## src/rtl/cfu_pkg.sv

```systemverilog
// Purpose: Shared constants and types of the flow control unit.
// Assumes: Word-addressed 16-bit program counter and an 8-bit flag register.
// Notes:   Cycle counts are whole instruction lengths in core clocks.
package cfu_pkg;

   localparam int PC_W     = 16;
   localparam int DATA_W   = 8;
   localparam int RELK_W   = 12;
   localparam int BRK_MSB  = 6;
   localparam int CALK_MSB = 11;
   localparam int BIT_W    = 3;
   localparam int CYC_W    = 3;

   // Flag register bit positions.
   localparam int FLAG_C = 0;
   localparam int FLAG_Z = 1;
   localparam int FLAG_N = 2;
   localparam int FLAG_V = 3;
   localparam int FLAG_S = 4;
   localparam int FLAG_H = 5;
   localparam int FLAG_T = 6;
   localparam int FLAG_I = 7;

   // Instruction lengths in clock cycles.
   localparam logic [CYC_W-1:0] CYC_ONE   = 3'h1;
   localparam logic [CYC_W-1:0] CYC_INDIRECT_JUMP  = 3'h2;
   localparam logic [CYC_W-1:0] CYC_CALL  = 3'h3;
   localparam logic [CYC_W-1:0] CYC_RET   = 3'h4;
   localparam logic [CYC_W-1:0] CYC_SKIP1 = 3'h2;
   localparam logic [CYC_W-1:0] CYC_SKIP2 = 3'h3;
   localparam logic [CYC_W-1:0] CYC_TAKEN = 3'h2;
   localparam logic [CYC_W-1:0] CNT_LAST  = 3'h1;

   // Program counter steps.
   localparam logic [PC_W-1:0] PC_STEP  = 16'h0001;
   localparam logic [PC_W-1:0] PC_SKIP1 = 16'h0002;
   localparam logic [PC_W-1:0] PC_SKIP2 = 16'h0003;

   typedef enum logic [5:0] {
      CFU_INDIRECT_JUMP, CFU_RELATIVE_CALL, CFU_INDIRECT_CALL,
      CFU_POP_PC_FROM_STACK, CFU_POP_PC_AND_UNMASK_IRQ,
      CFU_COMPARE_SKIP_EQUAL, CFU_COMPARE_TWO_REGS, CFU_COMPARE_REGS_WITH_CARRY,
      CFU_COMPARE_REG_IMMEDIATE,
      CFU_SKIP_REG_BIT_CLEAR, CFU_SKIP_REG_BIT_SET,
      CFU_SKIP_IO_BIT_CLEAR, CFU_SKIP_IO_BIT_HIGH,
      CFU_BRANCH_FLAG_SET, CFU_BRANCH_FLAG_CLEAR,
      CFU_BRANCH_ZERO, CFU_BRANCH_NONZERO,
      CFU_BRANCH_CARRY_SET, CFU_BRANCH_CARRY_CLEAR,
      CFU_BRANCH_SAME_HIGHER, CFU_BRANCH_LOWER,
      CFU_BRANCH_NEGATIVE, CFU_BRANCH_POSITIVE,
      CFU_BRANCH_SIGNED_GE, CFU_BRANCH_SIGNED_LT,
      CFU_BRANCH_HALF_CARRY_SET, CFU_BRANCH_HALF_CARRY_CLEAR,
      CFU_BRANCH_TBIT_SET, CFU_BRANCH_TBIT_CLEAR,
      CFU_BRANCH_OVERFLOW_SET, CFU_BRANCH_OVERFLOW_CLEAR
   } cfu_op_t;

   typedef enum logic {
      CFU_IDLE,
      CFU_EXEC
   } cfu_state_t;

   typedef struct packed {
      cfu_state_t              st;
      logic [CYC_W-1:0]        cnt;
      logic                    done;
      logic                    busy;
      logic                    pcLoad;
      logic [PC_W-1:0]         pcNext;
      logic                    pushReturn;
      logic [PC_W-1:0]         returnAddr;
      logic                    popReturn;
      logic                    flagsWrite;
      logic [DATA_W-1:0]       flagsNext;
      logic [CYC_W-1:0]        cycles;
      logic                    pendPush;
      logic                    pendPop;
      logic                    pendFlags;
   } cfu_regs_t;

   localparam cfu_regs_t CFU_REGS_RST = '0;

endpackage

```

## src/rtl/cfu_flag_cmp.sv

```systemverilog
// Purpose: Subtract-without-store flag generator for the compare group.
// Assumes: Unsigned 8-bit operands, borrow-style carry.
// Notes:   Purely combinational; the caller registers the flags.
`timescale 1ns/1ps
module cfu_flag_cmp (
   input  wire logic [cfu_pkg::DATA_W-1:0] opA,
   input  wire logic [cfu_pkg::DATA_W-1:0] opB,
   input  wire logic                       carryIn,
   input  wire logic                       useCarry,
   output logic                            zeroFlag,
   output logic                            negFlag,
   output logic                            ovfFlag,
   output logic                            carryFlag,
   output logic                            halfFlag
);
   import cfu_pkg::*;

   localparam int SIGN_BIT = DATA_W - 1;
   localparam int HALF_BIT = DATA_W / 2 - 1;

   logic [DATA_W-1:0] diff;
   logic [DATA_W-1:0] borrowIn;

   always_comb begin
      borrowIn  = {{(DATA_W-1){1'b0}}, carryIn & useCarry};
      diff      = DATA_W'(opA - opB - borrowIn);
      zeroFlag  = (diff == '0);
      negFlag   = diff[SIGN_BIT];
      ovfFlag   = (opA[SIGN_BIT] & ~opB[SIGN_BIT] & ~diff[SIGN_BIT])
                | (~opA[SIGN_BIT] & opB[SIGN_BIT] & diff[SIGN_BIT]);
      carryFlag = (~opA[SIGN_BIT] & opB[SIGN_BIT]) | (opB[SIGN_BIT] & diff[SIGN_BIT])
                | (diff[SIGN_BIT] & ~opA[SIGN_BIT]);
      halfFlag  = (~opA[HALF_BIT] & opB[HALF_BIT]) | (opB[HALF_BIT] & diff[HALF_BIT])
                | (diff[HALF_BIT] & ~opA[HALF_BIT]);
   end

endmodule

```

## src/rtl/cfu_flow_control_unit.sv

```systemverilog
// Purpose: Control-flow executor of an 8-bit core: jumps, calls, returns,
//          compares, skips and flag branches, with per-instruction timing.
// Assumes: The fetch stage presents one decoded operation with its operands
//          on start, and holds the operands steady in that cycle only.
// Notes:   One operation is in flight at a time; start is ignored while busy.
`timescale 1ns/1ps
// Functional notes
// - An indirect jump loads the PC from Z, keeps the flags and lasts 2 cycles.
// - A relative call goes to PC+k+1 and an indirect call to Z, both pushing the return.
// - Compare-skip skips on equal registers, lasting 1, 2 or 3 cycles.
// - The three compares update Z, N, V, C and H without storing, in 1 cycle.
// - Skip on register bit clear skips when the chosen bit is 0, in 1, 2 or 3 cycles.
// - Skip on register bit set skips when the chosen bit is 1, with the same timing.
// - Skip on I/O bit clear skips when the addressed I/O bit is 0, in 1, 2 or 3 cycles.
// - Skip on I/O bit set skips when the addressed I/O bit is 1, with the same timing.
// - Generic branches test flag s set or clear and go to PC+k+1, in 1 or 2 cycles.
// - Carry branches go on C=1 for set and lower, on C=0 for clear and same-or-higher.
// - Signed branches use N xor V: greater-or-equal on 0, less-than on 1.
// - Half-carry branches go on H=1 for the set form and H=0 for the clear form.
// - T branches go on T=1 for the set form and T=0 for the clear form.
// - Overflow branches go on V=1 for the set form and V=0 for the clear form.
module cfu_flow_control_unit (
   input  wire logic                          clk,
   input  wire logic                          rst_b,
   input  wire logic                          start,
   input  wire cfu_pkg::cfu_op_t              opSel,
   input  wire logic [cfu_pkg::PC_W-1:0]      pcIn,
   input  wire logic [cfu_pkg::PC_W-1:0]      zPointer,
   input  wire logic [cfu_pkg::PC_W-1:0]      stackPc,
   input  wire logic [cfu_pkg::DATA_W-1:0]    rdValue,
   input  wire logic [cfu_pkg::DATA_W-1:0]    rrValue,
   input  wire logic [cfu_pkg::DATA_W-1:0]    immValue,
   input  wire logic [cfu_pkg::DATA_W-1:0]    ioValue,
   input  wire logic [cfu_pkg::BIT_W-1:0]     bitSel,
   input  wire logic [cfu_pkg::RELK_W-1:0]    relOffset,
   input  wire logic                          nextIsTwoWord,
   input  wire logic [cfu_pkg::DATA_W-1:0]    flagRegister,
   output logic                               busy,
   output logic                               done,
   output logic                               pcLoad,
   output logic [cfu_pkg::PC_W-1:0]           pcNext,
   output logic                               pushReturn,
   output logic [cfu_pkg::PC_W-1:0]           returnAddr,
   output logic                               popReturn,
   output logic                               flagsWrite,
   output logic [cfu_pkg::DATA_W-1:0]         flagsNext,
   output logic [cfu_pkg::CYC_W-1:0]          cycles
);
   import cfu_pkg::*;

   cfu_regs_t         cur;
   cfu_regs_t         next_cur;
   logic              take;
   logic [PC_W-1:0]   pcPlusOne;
   logic [PC_W-1:0]   brOffset;
   logic [PC_W-1:0]   callOffset;
   logic [PC_W-1:0]   brTarget;
   logic [CYC_W-1:0]  dCyc;
   logic [PC_W-1:0]   dPc;
   logic [DATA_W-1:0] dFlags;
   logic              dPush;
   logic              dPop;
   logic              dFl;
   logic              skipHit;
   logic              brHit;
   logic              cmpZero;
   logic              cmpNeg;
   logic              cmpOvf;
   logic              cmpCarry;
   logic              cmpHalf;
   logic              cmpUseCarry;
   logic [DATA_W-1:0] cmpOperand;

   ////////////////////////////////////////////////////////////////////////////
   // Operand arithmetic.

   assign take        = start & ~cur.busy;
   assign pcPlusOne   = PC_W'(pcIn + PC_STEP);
   assign brOffset    = PC_W'(signed'(relOffset[BRK_MSB:0]));
   assign callOffset  = PC_W'(signed'(relOffset[CALK_MSB:0]));
   assign brTarget    = PC_W'(pcPlusOne + brOffset);
   assign cmpUseCarry = (opSel == CFU_COMPARE_REGS_WITH_CARRY);
   assign cmpOperand  = (opSel == CFU_COMPARE_REG_IMMEDIATE) ? immValue : rrValue;

   cfu_flag_cmp i_cfu_flag_cmp (
      .opA       (rdValue),
      .opB       (cmpOperand),
      .carryIn   (flagRegister[FLAG_C]),
      .useCarry  (cmpUseCarry),
      .zeroFlag  (cmpZero),
      .negFlag   (cmpNeg),
      .ovfFlag   (cmpOvf),
      .carryFlag (cmpCarry),
      .halfFlag  (cmpHalf)
   );

   ////////////////////////////////////////////////////////////////////////////
   // Operation decode: length, next PC, side effects.

   always_comb begin
      dCyc    = CYC_ONE;
      dPc     = pcPlusOne;
      dFlags  = flagRegister;
      dPush   = 1'b0;
      dPop    = 1'b0;
      dFl     = 1'b0;
      skipHit = 1'b0;
      brHit   = 1'b0;
      unique case (opSel)
         CFU_INDIRECT_JUMP: begin
            dCyc = CYC_INDIRECT_JUMP;
            dPc  = zPointer;
         end
         CFU_RELATIVE_CALL: begin
            dCyc  = CYC_CALL;
            dPc   = PC_W'(pcPlusOne + callOffset);
            dPush = 1'b1;
         end
         CFU_INDIRECT_CALL: begin
            dCyc  = CYC_CALL;
            dPc   = zPointer;
            dPush = 1'b1;
         end
         CFU_POP_PC_FROM_STACK: begin
            dCyc = CYC_RET;
            dPc  = stackPc;
            dPop = 1'b1;
         end
         CFU_POP_PC_AND_UNMASK_IRQ: begin
            dCyc           = CYC_RET;
            dPc            = stackPc;
            dPop           = 1'b1;
            dFl            = 1'b1;
            dFlags[FLAG_I] = 1'b1;
         end
         CFU_COMPARE_SKIP_EQUAL: begin
            skipHit = (rdValue == rrValue);
         end
         CFU_COMPARE_TWO_REGS, CFU_COMPARE_REGS_WITH_CARRY, CFU_COMPARE_REG_IMMEDIATE: begin
            dFl            = 1'b1;
            dFlags[FLAG_Z] = cmpZero;
            dFlags[FLAG_N] = cmpNeg;
            dFlags[FLAG_V] = cmpOvf;
            dFlags[FLAG_C] = cmpCarry;
            dFlags[FLAG_H] = cmpHalf;
         end
         CFU_SKIP_REG_BIT_CLEAR: begin
            skipHit = ~rrValue[bitSel];
         end
         CFU_SKIP_REG_BIT_SET: begin
            skipHit = rrValue[bitSel];
         end
         CFU_SKIP_IO_BIT_CLEAR: begin
            skipHit = ~ioValue[bitSel];
         end
         CFU_SKIP_IO_BIT_HIGH: begin
            skipHit = ioValue[bitSel];
         end
         CFU_BRANCH_FLAG_SET: begin
            brHit = flagRegister[bitSel];
         end
         CFU_BRANCH_FLAG_CLEAR: begin
            brHit = ~flagRegister[bitSel];
         end
         CFU_BRANCH_ZERO: begin
            brHit = flagRegister[FLAG_Z];
         end
         CFU_BRANCH_NONZERO: begin
            brHit = ~flagRegister[FLAG_Z];
         end
         CFU_BRANCH_CARRY_SET, CFU_BRANCH_LOWER: begin
            brHit = flagRegister[FLAG_C];
         end
         CFU_BRANCH_CARRY_CLEAR, CFU_BRANCH_SAME_HIGHER: begin
            brHit = ~flagRegister[FLAG_C];
         end
         CFU_BRANCH_NEGATIVE: begin
            brHit = flagRegister[FLAG_N];
         end
         CFU_BRANCH_POSITIVE: begin
            brHit = ~flagRegister[FLAG_N];
         end
         CFU_BRANCH_SIGNED_GE: begin
            brHit = ~(flagRegister[FLAG_N] ^ flagRegister[FLAG_V]);
         end
         CFU_BRANCH_SIGNED_LT: begin
            brHit = flagRegister[FLAG_N] ^ flagRegister[FLAG_V];
         end
         CFU_BRANCH_HALF_CARRY_SET: begin
            brHit = flagRegister[FLAG_H];
         end
         CFU_BRANCH_HALF_CARRY_CLEAR: begin
            brHit = ~flagRegister[FLAG_H];
         end
         CFU_BRANCH_TBIT_SET: begin
            brHit = flagRegister[FLAG_T];
         end
         CFU_BRANCH_TBIT_CLEAR: begin
            brHit = ~flagRegister[FLAG_T];
         end
         CFU_BRANCH_OVERFLOW_SET: begin
            brHit = flagRegister[FLAG_V];
         end
         CFU_BRANCH_OVERFLOW_CLEAR: begin
            brHit = ~flagRegister[FLAG_V];
         end
         default: begin
            dCyc = CYC_ONE;
         end
      endcase
      if (skipHit) begin
         dCyc = nextIsTwoWord ? CYC_SKIP2 : CYC_SKIP1;
         dPc  = PC_W'(pcIn + (nextIsTwoWord ? PC_SKIP2 : PC_SKIP1));
      end
      if (brHit) begin
         dCyc = CYC_TAKEN;
         dPc  = brTarget;
      end
   end

   ////////////////////////////////////////////////////////////////////////////
   // Sequencer: counts the instruction length, then pulses the results.

   always_comb begin
      next_cur            = cur;
      next_cur.done       = 1'b0;
      next_cur.pcLoad     = 1'b0;
      next_cur.pushReturn = 1'b0;
      next_cur.popReturn  = 1'b0;
      next_cur.flagsWrite = 1'b0;
      unique case (cur.st)
         CFU_IDLE: begin
            if (take) begin
               next_cur.cycles     = dCyc;
               next_cur.pcNext     = dPc;
               next_cur.returnAddr = pcPlusOne;
               next_cur.flagsNext  = dFlags;
               next_cur.pendPush   = dPush;
               next_cur.pendPop    = dPop;
               next_cur.pendFlags  = dFl;
               if (dCyc == CYC_ONE) begin
                  next_cur.done = 1'b1;
               end else begin
                  next_cur.st   = CFU_EXEC;
                  next_cur.busy = 1'b1;
                  next_cur.cnt  = CYC_W'(dCyc - CYC_ONE);
               end
            end
         end
         CFU_EXEC: begin
            next_cur.cnt = CYC_W'(cur.cnt - CYC_ONE);
            if (cur.cnt == CNT_LAST) begin
               next_cur.st   = CFU_IDLE;
               next_cur.busy = 1'b0;
               next_cur.done = 1'b1;
            end
         end
      endcase
      // Side effects leave the block only in the final cycle of the operation.
      if (next_cur.done) begin
         next_cur.pcLoad     = 1'b1;
         next_cur.pushReturn = next_cur.pendPush;
         next_cur.popReturn  = next_cur.pendPop;
         next_cur.flagsWrite = next_cur.pendFlags;
      end
   end

   always_ff @(posedge clk) begin
      if (!rst_b) begin
         cur <= CFU_REGS_RST;
      end else begin
         cur <= next_cur;
      end
   end

   assign busy       = cur.busy;
   assign done       = cur.done;
   assign pcLoad     = cur.pcLoad;
   assign pcNext     = cur.pcNext;
   assign pushReturn = cur.pushReturn;
   assign returnAddr = cur.returnAddr;
   assign popReturn  = cur.popReturn;
   assign flagsWrite = cur.flagsWrite;
   assign flagsNext  = cur.flagsNext;
   assign cycles     = cur.cycles;
endmodule

```

## config.mk

```make
export PLATFORM = sky130hd
export DESIGN_NAME = cfu_flow_control_unit
export DESIGN_NICKNAME = d
export VERILOG_FILES = /design/src/rtl/cfu_pkg.sv /design/src/rtl/cfu_flag_cmp.sv /design/src/rtl/cfu_flow_control_unit.sv
export SDC_FILE = /design/constraint.sdc
export NUM_CORES = 1
export LEC_CHECK = 0
export ABC_AREA = 0
export BUFFER_PORTS_ARGS = -buffer_cell sky130_fd_sc_hd__buf_2
export CELL_PAD_IN_SITES_DETAIL_PLACEMENT = 1
export CELL_PAD_IN_SITES_GLOBAL_PLACEMENT = 1
export CORE_UTILIZATION = 35
export CTS_CLUSTER_SIZE = 8
export DETAILED_ROUTE_END_ITERATION = 8
export PLACE_DENSITY_LB_ADDON = 0.1
export SLEW_MARGIN = 40
export SYNTH_ARGS = -nofsm -noshare
export SYNTH_HDL_FRONTEND = slang
export SYNTH_SLANG_ARGS = --single-unit
export TNS_END_PERCENT = 100
```

## constraint.sdc

```tcl
create_clock -name clk -period 3.9 [get_ports clk]
set_clock_uncertainty 0.2 [all_clocks]
set_input_delay 0.78 -clock clk [delete_from_list [all_inputs] [get_ports clk]]
set_output_delay 0.78 -clock clk [all_outputs]
set_load 0.01 [all_outputs]
```

==> impl_metrics.py <==
metrics = {
    "status": {
        "status": "completed",
    },
    "floorplan": {
        "core_area_um2": 16520,
        "die_h_um": 132.1,
        "die_w_um": 132.1,
        "num_rows": 47,
        "dieArea_um2": 17440,
        "io_pins": 162,
        "start_util": 0.3584,
    },
    "timing": {
        "tightest_slew_ps": 648.9,
        "worst_slack_ps": 98.54,
        "finalCritPeriodShare": 0.9747,
        "setup_viol_count_final": 0,
        "finalMaxSlewViolations": 0,
        "post-route-min-period_ps": 3801,
        "max_freq_ghz": 0.2631,
        "max_slew_margin": 0.5628,
        "hold_violations": 0,
    },
    "global_routing": {
        "grt_remaining_overflow": 0,
        "grt_pass1_vias": 6750,
        "grt_start_max_net_pins": 31,
        "groute.usage.overall": 0.2765,
        "grt_first_pass_wirelength_um": 37880,
        "grt_antenna_before_repair": 0,
    },
    "clocking": {
        "cts.clk_slew.worst_paths_ps": 80,
        "cts_inserted_buffers": 5,
        "ctsHoldBuffers": 0,
        "clockRootBuffer": "clkbuf_16",
        "numClockSinks": 55,
        "clockBufferDepth": 2,
        "cts_setup_buffers": 0,
        "clock_latency_ps": 300,
        "cts_tree": "yes",
        "cts.htree.levels": 2,
    },
    "route": {
        "ant_nets": 0,
        "drcViolationCount": 0,
        "wirelength_um": 24390,
        "firstDrtPassIters": 4,
        "num_vias": 6681,
        "drtIter0Drc": 352,
        "wl_per_cell_um": 19.73,
        "avgViaCountPerCell": 5.405,
    },
    "yosys": {
        "syn_area_um2": 5922,
        "synth.net_count": 949,
        "synth-edff-count": 0,
        "synth-async-reset-ratio": 0,
        "avgSynthCellArea_um2": 7.515,
        "synth_cell_types": 72,
        "ys_seq_area_frac": 0.1859,
        "synth_seq_cells": 55,
        "synth_top_flop_cell": "dfxtp_1",
        "yosysWarnings": 0,
        "synth_cells": 788,
    },
    "setup_path": {
        "cp_cell_sequence": "buf_2, nor4b_4, nand2_2, mux2_4, fa_2, inv_2, ha_1, nand2_2, a21boi_1, o21a_1, o2111a_1, a211oi_2, mux2i_1, a211oi_2, a31o_2",
        "cp_slowest_stage_delay_ps": 390,
        "cp_slowest_cell": "fa_2",
        "worstPathMaxFanout": 2,
        "worstPathArrival_ps": 3800,
        "start_kind": "input pin",
        "reg2reg_from": "cur[55]$_SDFF_PN0_",
        "cp-startpoint": "opSel[0]",
        "worstPathRequired_ps": 3900,
        "critPathCaptureType": "flip-flop",
        "critPathKind": "input pin to flip-flop",
    },
    "power_and_ir_drop": {
        "p_per_area_nw_per_um2": 283.0,
        "cellLeakagePower_nw": 3.654,
        "vdd_ir_drop_max_v": 0.0001614,
    },
    "cells_and_area": {
        "area_growth_pct": 32.16,
        "post-route-util": 0.4736,
        "drive_gt1_frac": 0.3543,
        "fillers": 2131,
        "diodes": 0,
        "final_nets": 1176,
        "final_cell_mix": "buf_2, buf_4, nor2_1",
        "final_common_cell": "buf_2",
    },
    "place": {
        "port_buffers": 161,
        "dpl_worst_slack_ps": -343.7,
        "place_hpwl_um": 20440,
        "gp_congestion": 0.9797,
    },
    "min_path": {
        "min_path_type": "flip-flop to flip-flop",
        "min_from": "cycles[0]$_SDFFE_PN0P_",
    },
    "flow_run": {
        "drv_cap": 0,
    },
}
[timing repair]
item                                    CTS  global route
endpoints found under the setup margin    2             9
pin swaps                                 1             7
resized for setup                         1            21
[final timing paths]
path | end | slack [ps] | cells past startpoint
worst max-delay path | flagsNext[3]$_SDFFE_PN0P_ | 100 | 15
worst min-delay path | cycles[0]$_SDFFE_PN0P_ | 260 | 2
worst max register to register | cur[54]$_SDFFE_PN0P_ | 1510 | 7
worst min register to register | cycles[0]$_SDFFE_PN0P_ | 260 | 2
[through the flow]
stage	hold slack [ps]	cells	cell area (um^2)	total power [mW]	setup TNS (ps)
after detailed placement	253.5	1228	7589	1.709	-2410
final	263.4	1236	7826	2.215	0
after global placement	240.9	1228	7589	1.670	-539.8
after global routing	278.2	1236	7826	2.337	-0.6799
after floorplan	225.9	788	5954	1.301	-136.6
after CTS	264.9	1236	7744	2.201	0
[layout make-up]
| cell class | count | area [um^2] | share of cell area |
|---|---|---|---|
| Multi-Input combinational cell | 610 | 4285 | 0.5476 |
| Timing Repair Buffer | 300 | 1849 | 0.2363 |
| Sequential cell | 55 | 1101 | 0.1407 |
| Tap cell | 220 | 275.3 | 0.03517 |
| Inverter | 43 | 161.4 | 0.02062 |
| Clock buffer | 5 | 125.1 | 0.01599 |
| Clock inverter | 3 | 28.78 | 0.003677 |
[cells by family (layout without fill, tap and decap cells)]
group / after synthesis / in the layout / synth area share
AND/OR/NAND/NOR: 255 / 255 / 0.2028
AO/OA/AOI/OAI: 220 / 220 / 0.2499
buffers and inverters: 123 / 351 / 0.1086
XOR/XNOR: 65 / 65 / 0.09613
flip-flops: 55 / 55 / 0.1859
adder cells (fa/ha/maj): 48 / 48 / 0.1052
multiplexers: 22 / 22 / 0.05134
[power breakdown]
part | internal, mW | switching [mW] | total, mW
clock network | 0.246 | 0.242 | 0.488
logic | 0.481 | 0.582 | 1.06
registers | 0.625 | 0.0395 | 0.665
[cells in the mapped netlist, types with 22 or more instances]
master,number,area share
a21oi_1,59,0.050
clkbuf_1,24,0.015
dfxtp_1,55,0.19
nand2_1,70,0.044
buf_4,45,0.057
o21ai_0,45,0.038
nor2_1,78,0.049
xnor2_1,37,0.055
nor3_1,27,0.023
ha_1,45,0.095
inv_1,42,0.027
nand3_1,22,0.019
xor2_1,28,0.041
[flip-flops by register name, summed over array words and instances (netlist names)]
signal	count
busy	1
returnAddr	16
done	1
pushReturn	1
flagsNext	8
cur	7
popReturn	1
flagsWrite	1
cycles	3
pcNext	16
[layer usage]
layer,vias to the layer above,GRT usage,share of wire
met5,-,0,0
met4,0,0.04199,0.0082
met3,13,0.01961,0.046
met2,184,0.4541,0.45
met1,3247,0.4008,0.49
li1,3237,-,-
[critical path: cells and delay by family]
| kind | cells | cell delay, ps |
|---|---|---|
| compound gates | 6 | 1110 |
| fa+ha+maj | 2 | 630 |
| buf+inv | 2 | 180 |
| mux | 2 | 590 |
| simple gates | 3 | 510 |
No activity file was read; power rests on OpenSTA's default activity.
